`src/common/touch_prox_pkg.sv`:
```
// Constants, types and decode functions of the fuse configuration block.
// Assumes one 20 MHz clock and a power-on reset for every user.
// What this block does
// Each fuse bank takes one write only
// Bank zero bit 7 makes touch toggle
// Bank zero bit 6 makes proximity latch
// Bank zero bit 5 sets output polarity
// Touch threshold field decodes to fractions
// Proximity threshold field decodes to counts
// Bank one top bits select halt time
// Full tuning: low bits give base value
// Partial tuning: bits 5-4 sensitivity multiplier
// Partial tuning: bits 3-0 compensation multiplier
// Programming pin floats outside programming
// Spare input floats, tie to proximity
// Bank two bit 2 picks tuning layout
// Latch holds four seconds, restarts
// Toggle inverts output on each event
// Fuses copied to configuration after reset
// Unprogrammed fuses read zero, code-zero default
package touch_prox_pkg;
  localparam int ADDR_W = 8;
  localparam int DATA_W = 8;
  localparam int BANKS = 3;
  localparam logic [7:0] BANK0_OFFSET = 8'hC4;
  localparam logic [7:0] BANK1_OFFSET = 8'hC5;
  localparam logic [7:0] BANK2_OFFSET = 8'hC6;
  localparam logic [7:0] STATUS_OFFSET = 8'hD0;
  localparam logic [7:0] MASK_OFFSET = 8'hD1;
  localparam logic [7:0] PROGRAMMED_OFFSET = 8'hD2;
  localparam logic [7:0] FUSE_RESET = 8'h00;
  localparam int TOUCH_FUNC_BIT = 7;
  localparam int PROX_FUNC_BIT = 6;
  localparam int POLARITY_BIT = 5;
  localparam int TOUCH_THR_LSB = 2;
  localparam int PROX_THR_LSB = 0;
  localparam int HALT_LSB = 6;
  localparam int BASE_LSB = 0;
  localparam int SENSE_LSB = 4;
  localparam int COMP_LSB = 0;
  localparam int TUNING_SEL_BIT = 2;
  localparam logic TUNING_FULL = 1'b0;
  localparam logic [1:0] HALT_SHORT = 2'b00;
  localparam logic [1:0] HALT_LONG = 2'b01;
  localparam logic [1:0] HALT_NEVER = 2'b10;
  localparam logic [1:0] HALT_ALWAYS = 2'b11;
  localparam int STATUS_W = 4;
  localparam int ST_TOUCH = 0;
  localparam int ST_PROX = 1;
  localparam int ST_PROG = 2;
  localparam int ST_REFUSED = 3;
  localparam logic [3:0] STATUS_RESET = 4'h0;
  localparam int unsigned CLOCK_HZ = 20000000;
  localparam int unsigned LATCH_SECONDS = 4;
  localparam int unsigned HALT_SHORT_SECONDS = 20;
  localparam int unsigned HALT_LONG_SECONDS = 40;
  localparam int unsigned LATCH_CYCLES = LATCH_SECONDS * CLOCK_HZ;
  localparam int unsigned HALT_SHORT_CYCLES = HALT_SHORT_SECONDS * CLOCK_HZ;
  localparam int unsigned HALT_LONG_CYCLES = HALT_LONG_SECONDS * CLOCK_HZ;

  typedef enum logic [1:0] {LOAD = 2'b01, RUN = 2'b10} state_type;

  function automatic logic [7:0] touchThrNum(input logic [2:0] code);
    case (code)
      3'h0: touchThrNum = 8'h48;
      3'h1: touchThrNum = 8'h08;
      3'h2: touchThrNum = 8'h18;
      3'h3: touchThrNum = 8'h30;
      3'h4: touchThrNum = 8'h60;
      3'h5: touchThrNum = 8'h80;
      3'h6: touchThrNum = 8'hA0;
      default: touchThrNum = 8'hC0;
    endcase
  endfunction : touchThrNum

  function automatic logic [4:0] proxThrCount(input logic [1:0] code);
    case (code)
      2'h0: proxThrCount = 5'h04;
      2'h1: proxThrCount = 5'h02;
      2'h2: proxThrCount = 5'h08;
      default: proxThrCount = 5'h10;
    endcase
  endfunction : proxThrCount

  function automatic logic [8:0] baseValue(input logic [2:0] code);
    case (code)
      3'h0: baseValue = 9'h0C8;
      3'h1: baseValue = 9'h032;
      3'h2: baseValue = 9'h04B;
      3'h3: baseValue = 9'h064;
      3'h4: baseValue = 9'h096;
      3'h5: baseValue = 9'h0FA;
      3'h6: baseValue = 9'h12C;
      default: baseValue = 9'h1F4;
    endcase
  endfunction : baseValue
endpackage : touch_prox_pkg

```
`src/core/output_function.sv`:
```
// One sensor output pin: direct, latched or toggled, with polarity.
// Assumes the event input is on clk and config is stable once valid.
`timescale 1ns/1ps
`default_nettype none
module output_function #(
  parameter int unsigned HOLD_CYCLES = touch_prox_pkg::LATCH_CYCLES
) (
  input wire logic clk,
  input wire logic arst_n,
  input wire logic eventIn,
  input wire logic latchMode,
  input wire logic toggleMode,
  input wire logic activeHigh,
  input wire logic configValid,
  output logic pinLevel
);
  localparam int CNT_W = $clog2(HOLD_CYCLES + 1);

  generate
    if (HOLD_CYCLES < 8)
    begin : holdCheck
      $error("HOLD_CYCLES must be at least 8");
    end
  endgenerate

  logic eventPrev_reg;
  logic toggleState_reg;
  logic [CNT_W-1:0] holdCount_reg;
  logic rise;
  logic actNow;

  assign rise = eventIn & ~eventPrev_reg;

  always_ff @(posedge clk or negedge arst_n)
  begin
    if (!arst_n)
      eventPrev_reg <= 1'b0;
    else
      eventPrev_reg <= eventIn;
  end

  // Hold timer restarts on every new event
  always_ff @(posedge clk or negedge arst_n)
  begin
    if (!arst_n)
      holdCount_reg <= '0;
    else if (rise)
      holdCount_reg <= CNT_W'(HOLD_CYCLES);
    else if (holdCount_reg != '0)
      holdCount_reg <= holdCount_reg - CNT_W'(1);
  end

  always_ff @(posedge clk or negedge arst_n)
  begin
    if (!arst_n)
      toggleState_reg <= 1'b0;
    else if (rise && toggleMode)
      toggleState_reg <= ~toggleState_reg;
  end

  always_comb
  begin
    if (toggleMode)
      actNow = toggleState_reg ^ rise;
    else if (latchMode)
      actNow = eventIn | (holdCount_reg != '0);
    else
      actNow = eventIn;
  end

  // Idle level before the configuration is loaded is the default low-active
  always_ff @(posedge clk or negedge arst_n)
  begin
    if (!arst_n)
      pinLevel <= 1'b1;
    else if (!configValid)
      pinLevel <= 1'b1;
    else
      pinLevel <= ~(actNow ^ activeHigh);
  end
endmodule : output_function
`default_nettype wire

```
`src/core/touch_prox_config.sv`:
```
// Fuse configuration banks and output logic of the proximity/touch sensor.
// Assumes arst_n is the power-on reset and detect inputs are on clk.
`timescale 1ns/1ps
`default_nettype none
module touch_prox_config #(
  parameter int unsigned LATCH_CYCLES = touch_prox_pkg::LATCH_CYCLES,
  parameter int unsigned HALT_SHORT_CYCLES =
    touch_prox_pkg::HALT_SHORT_CYCLES,
  parameter int unsigned HALT_LONG_CYCLES = touch_prox_pkg::HALT_LONG_CYCLES
) (
  input wire logic clk,
  input wire logic arst_n,
  input wire logic [7:0] addr,
  input wire logic [7:0] wrData,
  input wire logic wrStrobe,
  input wire logic rdStrobe,
  output logic [7:0] rdData,
  input wire logic fuseProgramPin,
  input wire logic touchDetect,
  input wire logic proxDetect,
  output logic touchOutput,
  output logic proximityOutput,
  output logic irq,
  output logic configValid,
  output logic fullTuning,
  output logic [7:0] touchThresholdNum,
  output logic [4:0] proxThresholdCount,
  output logic [8:0] baseValue,
  output logic [2:0] sensitivityMultiplier,
  output logic [3:0] compensationMultiplier
);
  localparam int HALT_W = $clog2(HALT_LONG_CYCLES + 1);

  generate
    if (HALT_SHORT_CYCLES < 1 || HALT_SHORT_CYCLES > HALT_LONG_CYCLES)
    begin : haltCheck
      $error("halt cycle counts out of range");
    end
  endgenerate

  logic [7:0] fuseBank_reg [touch_prox_pkg::BANKS];
  logic [touch_prox_pkg::BANKS-1:0] programmed_reg;
  logic [7:0] cfg_reg [touch_prox_pkg::BANKS];
  touch_prox_pkg::state_type state_reg;
  logic progMeta_reg;
  logic progSync_reg;
  logic [touch_prox_pkg::STATUS_W-1:0] status_reg;
  logic [touch_prox_pkg::STATUS_W-1:0] status_next;
  logic [touch_prox_pkg::STATUS_W-1:0] mask_reg;
  logic [HALT_W-1:0] haltCount_reg [2];
  logic [1:0] halted_reg;
  logic [HALT_W-1:0] haltLimit_reg [2];
  logic [1:0] haltOn_reg;
  logic [1:0] qualPrev_reg;
  logic [1:0] rawEvent;
  logic [1:0] qualEvent;
  logic bankHit;
  logic [1:0] bankIdx;
  logic writeOk;
  logic writeRefused;
  logic [1:0] haltCode;

  function automatic logic [1:0] bankIndex(input logic [7:0] a);
    bankIndex = 2'(a - touch_prox_pkg::BANK0_OFFSET);
  endfunction : bankIndex

  function automatic logic isBank(input logic [7:0] a);
    isBank = (a == touch_prox_pkg::BANK0_OFFSET) ||
             (a == touch_prox_pkg::BANK1_OFFSET) ||
             (a == touch_prox_pkg::BANK2_OFFSET);
  endfunction : isBank

  assign bankHit = isBank(addr);
  assign bankIdx = bankIndex(addr);
  assign writeOk = wrStrobe && bankHit && progSync_reg &&
                   !programmed_reg[bankIdx];
  assign writeRefused = wrStrobe && bankHit && !writeOk;
  assign rawEvent = {proxDetect, touchDetect};
  assign qualEvent = rawEvent & ~halted_reg;
  assign haltCode = cfg_reg[1][touch_prox_pkg::HALT_LSB +: 2];

  // Programming pin synchroniser
  always_ff @(posedge clk or negedge arst_n)
  begin
    if (!arst_n)
    begin
      progMeta_reg <= 1'b0;
      progSync_reg <= 1'b0;
    end
    else
    begin
      progMeta_reg <= fuseProgramPin;
      progSync_reg <= progMeta_reg;
    end
  end

  // Fuse banks: one write each, only while the programming pin is high
  always_ff @(posedge clk or negedge arst_n)
  begin
    if (!arst_n)
    begin
      for (int i = 0; i < touch_prox_pkg::BANKS; i++)
        fuseBank_reg[i] <= touch_prox_pkg::FUSE_RESET;
      programmed_reg <= '0;
    end
    else if (writeOk)
    begin
      fuseBank_reg[bankIdx] <= wrData;
      programmed_reg[bankIdx] <= 1'b1;
    end
  end

  // Load sequence: copy the fuses once after reset
  always_ff @(posedge clk or negedge arst_n)
  begin
    if (!arst_n)
    begin
      state_reg <= touch_prox_pkg::LOAD;
      configValid <= 1'b0;
      for (int i = 0; i < touch_prox_pkg::BANKS; i++)
        cfg_reg[i] <= touch_prox_pkg::FUSE_RESET;
    end
    else
    begin
      case (state_reg)
        touch_prox_pkg::LOAD:
        begin
          for (int i = 0; i < touch_prox_pkg::BANKS; i++)
            cfg_reg[i] <= fuseBank_reg[i];
          configValid <= 1'b1;
          state_reg <= touch_prox_pkg::RUN;
        end
        touch_prox_pkg::RUN:
          configValid <= 1'b1;
        default:
          state_reg <= touch_prox_pkg::LOAD;
      endcase
    end
  end

  // Decoded settings
  always_ff @(posedge clk or negedge arst_n)
  begin
    if (!arst_n)
    begin
      fullTuning <= 1'b1;
      touchThresholdNum <= touch_prox_pkg::touchThrNum(3'h0);
      proxThresholdCount <= touch_prox_pkg::proxThrCount(2'h0);
      baseValue <= touch_prox_pkg::baseValue(3'h0);
      sensitivityMultiplier <= 3'h0;
      compensationMultiplier <= 4'h0;
    end
    else
    begin
      fullTuning <= cfg_reg[2][touch_prox_pkg::TUNING_SEL_BIT] ==
                    touch_prox_pkg::TUNING_FULL;
      touchThresholdNum <= touch_prox_pkg::touchThrNum(
        cfg_reg[0][touch_prox_pkg::TOUCH_THR_LSB +: 3]);
      proxThresholdCount <= touch_prox_pkg::proxThrCount(
        cfg_reg[0][touch_prox_pkg::PROX_THR_LSB +: 2]);
      if (cfg_reg[2][touch_prox_pkg::TUNING_SEL_BIT] ==
          touch_prox_pkg::TUNING_FULL)
      begin
        baseValue <= touch_prox_pkg::baseValue(
          cfg_reg[1][touch_prox_pkg::BASE_LSB +: 3]);
        sensitivityMultiplier <= 3'h0;
        compensationMultiplier <= 4'h0;
      end
      else
      begin
        baseValue <= 9'h000;
        sensitivityMultiplier <= {1'b0,
          cfg_reg[1][touch_prox_pkg::SENSE_LSB +: 2]} + 3'h1;
        compensationMultiplier <=
          cfg_reg[1][touch_prox_pkg::COMP_LSB +: 4];
      end
    end
  end

  // Halt limits per channel: 0 touch, 1 proximity
  always_ff @(posedge clk or negedge arst_n)
  begin
    if (!arst_n)
    begin
      haltOn_reg <= 2'h3;
      haltLimit_reg[0] <= HALT_W'(HALT_SHORT_CYCLES);
      haltLimit_reg[1] <= HALT_W'(HALT_SHORT_CYCLES);
    end
    else
    begin
      case (haltCode)
        touch_prox_pkg::HALT_SHORT:
        begin
          haltOn_reg <= 2'h3;
          haltLimit_reg[0] <= HALT_W'(HALT_SHORT_CYCLES);
          haltLimit_reg[1] <= HALT_W'(HALT_SHORT_CYCLES);
        end
        touch_prox_pkg::HALT_LONG:
        begin
          haltOn_reg <= 2'h3;
          haltLimit_reg[0] <= HALT_W'(HALT_LONG_CYCLES);
          haltLimit_reg[1] <= HALT_W'(HALT_LONG_CYCLES);
        end
        touch_prox_pkg::HALT_NEVER:
        begin
          haltOn_reg <= 2'h0;
          haltLimit_reg[0] <= HALT_W'(HALT_LONG_CYCLES);
          haltLimit_reg[1] <= HALT_W'(HALT_LONG_CYCLES);
        end
        default:
        begin
          haltOn_reg <= 2'h3;
          haltLimit_reg[0] <= HALT_W'(HALT_SHORT_CYCLES);
          haltLimit_reg[1] <= HALT_W'(HALT_LONG_CYCLES);
        end
      endcase
    end
  end

  // Stuck event halting: drop an event held past its limit
  always_ff @(posedge clk or negedge arst_n)
  begin
    if (!arst_n)
    begin
      halted_reg <= 2'h0;
      haltCount_reg[0] <= '0;
      haltCount_reg[1] <= '0;
    end
    else
    begin
      for (int i = 0; i < 2; i++)
      begin
        if (!rawEvent[i] || !configValid)
        begin
          haltCount_reg[i] <= '0;
          halted_reg[i] <= 1'b0;
        end
        else if (haltOn_reg[i] && haltCount_reg[i] >= haltLimit_reg[i])
          halted_reg[i] <= 1'b1;
        else if (!halted_reg[i])
          haltCount_reg[i] <= haltCount_reg[i] + HALT_W'(1);
      end
    end
  end

  always_ff @(posedge clk or negedge arst_n)
  begin
    if (!arst_n)
      qualPrev_reg <= 2'h0;
    else
      qualPrev_reg <= qualEvent;
  end

  // Sticky status: set beats write-one-to-clear
  always_comb
  begin
    status_next = status_reg;
    if (wrStrobe && addr == touch_prox_pkg::STATUS_OFFSET)
      status_next = status_next & ~wrData[touch_prox_pkg::STATUS_W-1:0];
    status_next[touch_prox_pkg::ST_TOUCH] =
      status_next[touch_prox_pkg::ST_TOUCH] | (qualEvent[0] & ~qualPrev_reg[0]);
    status_next[touch_prox_pkg::ST_PROX] =
      status_next[touch_prox_pkg::ST_PROX] | (qualEvent[1] & ~qualPrev_reg[1]);
    status_next[touch_prox_pkg::ST_PROG] =
      status_next[touch_prox_pkg::ST_PROG] | writeOk;
    status_next[touch_prox_pkg::ST_REFUSED] =
      status_next[touch_prox_pkg::ST_REFUSED] | writeRefused;
  end

  always_ff @(posedge clk or negedge arst_n)
  begin
    if (!arst_n)
      status_reg <= touch_prox_pkg::STATUS_RESET;
    else
      status_reg <= status_next;
  end

  always_ff @(posedge clk or negedge arst_n)
  begin
    if (!arst_n)
      mask_reg <= touch_prox_pkg::STATUS_RESET;
    else if (wrStrobe && addr == touch_prox_pkg::MASK_OFFSET)
      mask_reg <= wrData[touch_prox_pkg::STATUS_W-1:0];
  end

  always_ff @(posedge clk or negedge arst_n)
  begin
    if (!arst_n)
      irq <= 1'b0;
    else
      irq <= |(status_reg & mask_reg);
  end

  // Read port: data only in the cycle after the strobe
  always_ff @(posedge clk or negedge arst_n)
  begin
    if (!arst_n)
      rdData <= 8'h00;
    else if (!rdStrobe)
      rdData <= 8'h00;
    else if (bankHit)
      rdData <= fuseBank_reg[bankIdx];
    else if (addr == touch_prox_pkg::STATUS_OFFSET)
      rdData <= {4'h0, status_reg};
    else if (addr == touch_prox_pkg::MASK_OFFSET)
      rdData <= {4'h0, mask_reg};
    else if (addr == touch_prox_pkg::PROGRAMMED_OFFSET)
      rdData <= {5'h00, programmed_reg};
    else
      rdData <= 8'h00;
  end

  output_function #(
    .HOLD_CYCLES(LATCH_CYCLES)
  ) touchPin (
    .clk(clk),
    .arst_n(arst_n),
    .eventIn(qualEvent[0]),
    .latchMode(1'b0),
    .toggleMode(cfg_reg[0][touch_prox_pkg::TOUCH_FUNC_BIT]),
    .activeHigh(cfg_reg[0][touch_prox_pkg::POLARITY_BIT]),
    .configValid(configValid),
    .pinLevel(touchOutput)
  );

  output_function #(
    .HOLD_CYCLES(LATCH_CYCLES)
  ) proxPin (
    .clk(clk),
    .arst_n(arst_n),
    .eventIn(qualEvent[1]),
    .latchMode(cfg_reg[0][touch_prox_pkg::PROX_FUNC_BIT]),
    .toggleMode(1'b0),
    .activeHigh(cfg_reg[0][touch_prox_pkg::POLARITY_BIT]),
    .configValid(configValid),
    .pinLevel(proximityOutput)
  );
endmodule : touch_prox_config
`default_nettype wire

```
`config.mk`:
```
export PLATFORM = sky130hd
export DESIGN_NAME = touch_prox_config
export DESIGN_NICKNAME = d
export VERILOG_FILES = /design/src/common/touch_prox_pkg.sv /design/src/core/output_function.sv /design/src/core/touch_prox_config.sv
export SDC_FILE = /design/constraint.sdc
export NUM_CORES = 1
export LEC_CHECK = 0
export BUFFER_PORTS_ARGS = -buffer_cell sky130_fd_sc_hd__buf_2
export CAP_MARGIN = 20
export CORE_AREA = 5 5 129 131
export CTS_BUF_LIST = sky130_fd_sc_hd__clkbuf_4 sky130_fd_sc_hd__clkbuf_8
export CTS_CLUSTER_SIZE = 24
export DETAILED_ROUTE_END_ITERATION = 8
export DIE_AREA = 0 0 134 136
export PLACE_DENSITY = 0.88
export SYNTH_ARGS = -nofsm -noshare
export SYNTH_HDL_FRONTEND = slang
export SYNTH_SLANG_ARGS = --single-unit
```
`constraint.sdc`:
```
create_clock -name clk -period 3 [get_ports clk]
set_clock_uncertainty 0.05 [all_clocks]
set_input_delay 0.6 -clock clk [delete_from_list [all_inputs] [get_ports clk]]
set_output_delay 0.6 -clock clk [all_outputs]
set_load 0.005 [all_outputs]
```
## Word level (Yosys, flattened, before mapping)

Index checks and enable logic that the tools add are counted.

| word-level totals | value |
|---|---|
| bits in latches | 0 |
| RAM bits | 0 |
| bits in read-only memories | 0 |
| logic and storage cells | 175 |
| memories | 0 |
| bits in registers | 256 |
| output and inout port bits | 42 |

| cells by class | value |
|---|---|
| magnitude comparators | 6 |
| multipliers | 0 |
| multiplexer cells | 41 |
| shift-type cells | 0 |
| divide/modulo/power cells | 0 |
| reduce and logical (&&, ||, !) cells | 33 |
| equality and inequality tests | 28 |
| bitwise logic cells | 27 |
| add/subtract/negate cells | 5 |

Operator list:

| cell | count |
|---|---|
| 30-bit 2-to-1 mux | 6 |
| 60-bit one-hot mux with 2 select lines | 1 |
| 9-bit one-hot mux with 7 select lines | 1 |
| 30-bit by 1-bit adder with 30-bit output (second input constant) | 2 |
| 30-bit greater-or-equal comparator | 2 |
| 8-bit one-hot mux with 7 select lines | 1 |
| 27-bit 2-to-1 mux | 2 |
| 8-bit == test (second input constant) | 6 |
| 8-bit 2-to-1 mux | 6 |
| 27-bit nonzero test | 1 |
| 27-bit by 1-bit subtractor with 27-bit output (second input constant) | 1 |
| 24-bit bitwise mux | 1 |
| 3-bit == test (second input constant) | 6 |
| 8-bit binary-select mux with 2-bit select | 1 |
| 8-bit demux with 2-bit select | 1 |
| 5-bit one-hot mux with 3 select lines | 1 |
| 3-bit by 2-bit == test with 1-bit output (second input constant) | 4 |
| 4-bit 2-to-1 mux | 3 |
| 1-bit logical AND | 11 |
| 1-bit 2-to-1 mux | 10 |
| 9-bit 2-to-1 mux | 1 |
| 4-bit bitwise AND | 2 |
| 1-bit NOT | 8 |
| 2-bit by 1-bit == test with 1-bit output (second input constant) | 3 |
| 31 further kinds | 59 |

## Logic depth before layout (Yosys ltp)

| depth | value |
|---|---|
| depth after elaboration | 9 |
| depth in mapped cells | 10 |
| mapped depth without buffers | 8 |

## Hierarchy

From an unflattened synthesis, not the netlist that was laid out.

| unflattened totals | value |
|---|---|
| cells, all modules | 1,095 |
| area, all modules | 11,016.8 µm² |

By module, submodules not included:

| module | cells each | instances | area an instance (µm²) | seq. area each (µm²) |
|---|---|---|---|---|
| touch_prox_config | 723 | 1 | 7,681.1 | 4,042.6 |
| output_function | 186 | 2 | 1,667.8 | 752.0 |

## Worst setup path after synthesis

OpenSTA, ideal clock, no wires.

| timing | value |
|---|---|
| path type | register to register |
| start | reg haltLimit_reg[58] (netlist name) |
| end | reg haltCount_reg[31] (netlist name) |
| path buffers | 1 |
| setup slack | 0.494 ns |
| period minus slack after synthesis | 2.506 ns |
| setup time | 0.132 ns |
| arrival time | 2.324 ns |
| data required time | 2.818 ns |
| cell stages (with the launch flop) | 10 |
| cells stage by stage | dfstp_2 inv_1 ha_1 nand4_1 or4_1 a311o_1 o21ai_2 buf_6 mux2i_1 nor2_1 |

| between the ends | value |
|---|---|
| longest elaborated chain between the ends | 4 |

RTL lines:

| item | line | text |
|---|---|---|
| from (decl) | touch_prox_config.sv:52 | `logic [HALT_W-1:0] haltLimit_reg [2];` |
| 30-bit greater-or-equal comparator | touch_prox_config.sv:238 | `else if (haltOn_reg[i] && haltCount_reg[i] >= haltLimit_reg[i])` |
| 1-bit logical AND | touch_prox_config.sv:238 |  |
| 2-bit inequality test (no line) | n/a |  |
| 2-bit AND reduction (no line) | n/a |  |
| to (signal, indexed assignment) | touch_prox_config.sv:241 | `haltCount_reg[i] <= haltCount_reg[i] + HALT_W'(1);` |
| to (decl) | touch_prox_config.sv:50 | `logic [HALT_W-1:0] haltCount_reg [2];` |

Every way passes these cells.
A chain may end at the register's enable or synchronous reset.

## Worst setup path in the final report

Same ends and word-level chain as after synthesis.

==> metrics.cfg <==
[worst_setup_path]
r2r_end = haltCount_reg[31]
critPathArrivalTime_ns = 3.12
cpPeakStageDelay_ns = 0.55
path_class = reg -> reg
worstPathRequired_ns = 3.30
regToRegSetupSlack_ns = 0.19
cp-end-kind = register
critPathTopFamily = simple AND/OR/NAND/NOR gates
timing.rr.start = haltLimit_reg[58]
worstPathMaxFanout = 20
path_cells = inv_1 -> ha_1 -> nand4_1 -> or4_1 -> a311o_1 -> o21ai_2 -> buf_4 -> mux2i_1 -> nor2_1
crit_buf_inv = 2
crit_start = haltLimit_reg[58]
cp_slowest_cell = dfstp_2
reg2regPathDepth = 9
cp-start-kind = register

[routing]
drc = 0
firstDrtPassIters = 5
wl_per_cell_microns = 16.48
drtIter0Drc = 750
vias = 7125
ant_nets = 0
vias_per_cell = 6.069
wirelength_microns = 19350

[synthesis]
postSynthCellCount = 905
yosysWarnings = 0
ys_seq_area_frac = 0.5077
synth_seq_cells = 191
ys.flop_type = dfrtp_1
async_reset_ff_frac = 1.000
yosysUniqueCellTypes = 69
syn_area_per_cell_sq_um = 10.44
syn-cell-area_sq_mm = 0.009445
synth_edf_count = 0

[placement]
io_buffers = 60
placed_area_sq_mm = 0.01002
place_hpwl_microns = 13410
place_congestion = 0.8869
dp.cells = 1141

[run_status]
status = completed

[min_path]
min_path_cells = 1
hold_path_class = in -> reg
min_to = progMeta_reg
hold_start = fuseProgramPin

[timing]
tightest_slew_ns = 0.7856
fmax_ghz = 0.3554
slew_headroom = 0.4763
final.setup.tns_ns = 0
fin_crit_ns = 2.814
rsz0062_at_grt = no
hold_viol_final = 0
min_period_over_period = 0.9380
setup_violations = 0
slew_violations = 0

[global_routing]
grt_max_degree = 70
antenna_found_initial = 0
grt_usage = 0.2251
globalRoute.totalOverflow = 0
grt_pass1_vias = 6955
grt_pass1_wl_microns = 33420

[cts]
cts_setup_buffers = 0
htreeDepth = 4
cts_tree = done
clk-insertion-delay-late_ns = 0.49
clk_pin_slew_worst_paths_ns = 0.11
clock_tree.buffer_depth = 2
root_buffer = clkbuf_8
numCtsBuffers = 17
numClockSinks = 191

[cells_and_area]
num_antenna_cells = 0
drive_gt1_frac = 0.1935
fin_cells = 1174
nNetsFinal = 1024
nFillCells = 1126
stdcell_area_sq_mm = 0.01047
largest_register_ffs = 60
syn2layout_area_growth_pct = 10.89

[pwr]
powerDensity_mw_per_mm2 = 473.8
ir_drop_mv = 0.3402
p_leak_nw = 4.763

[die]
die-area_sq_mm = 0.01822
initial_core_util = 0.6101
fp-row-count = 46
fp.dieH_microns = 136
core_area_sq_mm = 0.01548
die_w_microns = 134
io_pins = 65

[flow_run]
cap_violations = 0

## metrics by stage
stage          total power, mW  worst slack, ns  utilization  hold WS, ns
5_1_grt                  5.181          0.01869       0.6765       0.1507
3_3_place_gp             3.220           0.1959       0.6472       0.2814
6_report                 4.962           0.1859       0.6765       0.1690
2_1_floorplan            3.082           0.4938            -       0.2544
4_1_cts                  4.994           0.1014       0.6761       0.1451
3_5_place_dp             3.239           0.1094       0.6472       0.3131
## cells in the final DEF, fill, tap and decap left out, types with 18 or more instances in the layout
| cell type | Yosys | routed |
|---|---|---|
| nor3_1 | 21 | 21 |
| nand2_1 | 64 | 64 |
| mux2_2 | 41 | 41 |
| inv_1 | 31 | 31 |
| and2_1 | 18 | 18 |
| ha_1 | 32 | 32 |
| buf_2 | 7 | 59 |
| dfrtp_1 | 178 | 178 |
| o21ai_0 | 34 | 34 |
| nor2_1 | 76 | 76 |
| nand4_1 | 23 | 23 |
| nand3_1 | 29 | 29 |
| xor2_1 | 31 | 31 |
| a21oi_1 | 52 | 52 |
| or4_1 | 19 | 19 |
| clkbuf_8 | 0 | 18 |
| or3_1 | 26 | 26 |
## area by class of cell
type	count	area (sq um)	share of cell area
clock buffers	17	234.0	0.02234
repair buffers	82	526.8	0.05029
well taps	192	240.2	0.02294
inverters	31	116.4	0.01111
clock inverters	15	202.7	0.01935
flip-flops and latches	191	4796	0.4579
multi-input cells	646	4358	0.4161
## power breakdown
group          leakage [nW]  internal (mW)  switching (mW)  total, mW
clock                 0.213          0.665            1.10       1.77
sequential             2.53           2.66          0.0873       2.75
combinational          2.02          0.169           0.279      0.448
total                  4.76           3.50            1.47       4.96
## metal layers
layer	vias up	part of all wire	routed length (microns)	global-route usage
met5	-	0	0	0
met4	0	0.017	333	0.07143
met3	28	0.047	915	0.04478
met2	191	0.49	9512	0.3666
met1	3525	0.44	8586	0.3073
li1	3381	-	-	-
## worst register-to-register path, delay by kind of cell (launching register included)
family,cells,cell delay [ns]
AO/OA/AOI/OAI,2,0.51
buffers and inverters,2,0.40
flip-flops,1,0.55
multiplexers,1,0.21
AND/OR/NAND/NOR,3,0.65
adder cells (fa/ha/maj),1,0.31
## logic make-up after synthesis
kind of cell,synth area share
other,0.0003970
buffers and inverters,0.03351
AO/OA/AOI/OAI,0.1122
AND/OR/NAND/NOR,0.2007
adder cells (fa/ha/maj),0.04239
multiplexers,0.06690
XOR/XNOR,0.03616
flip-flops,0.5077
## worst max path at each step
| stage | endpoint | slack (ns) | cells past startpoint |
|---|---|---|---|
| floorplan | haltCount_reg[31] | 0.49 | 9 |
| global placement | haltCount_reg[10] | 0.20 | 9 |
| CTS | haltCount_reg[10] | 0.10 | 8 |
| global route | haltCount_reg[31] | 0.02 | 9 |
| finish | haltCount_reg[31] | 0.19 | 9 |
| detailed placement | haltCount_reg[20] | 0.11 | 8 |
## what timing repair did
action,CTS,global route
gates resized for setup,0,2
endpoints found under the setup margin,0,27
endpoints found under the hold margin,31,0
hold buffers,1,0
## cell usage after synthesis, drive strengths merged (9+ instances only)
cell	count	area share
nor3	21	0.011
dfrtp	178	0.47
and2	18	0.012
a21oi	52	0.028
nand3	36	0.023
nor2b	9	0.0060
ha	32	0.042
o211ai	9	0.0072
mux2i	17	0.018
nand4	23	0.015
o31ai	12	0.0095
xor2	31	0.029
nor2	76	0.030
or3	26	0.017
buf	18	0.012
o21ai	38	0.021
nor4	13	0.0099
clkbuf	22	0.0087
mux2	41	0.049
and3	9	0.0060
inv	31	0.012
or4	20	0.016
dfstp	13	0.036
o21a	17	0.014
nand2	65	0.026
(Power assumes the default switching activity.)
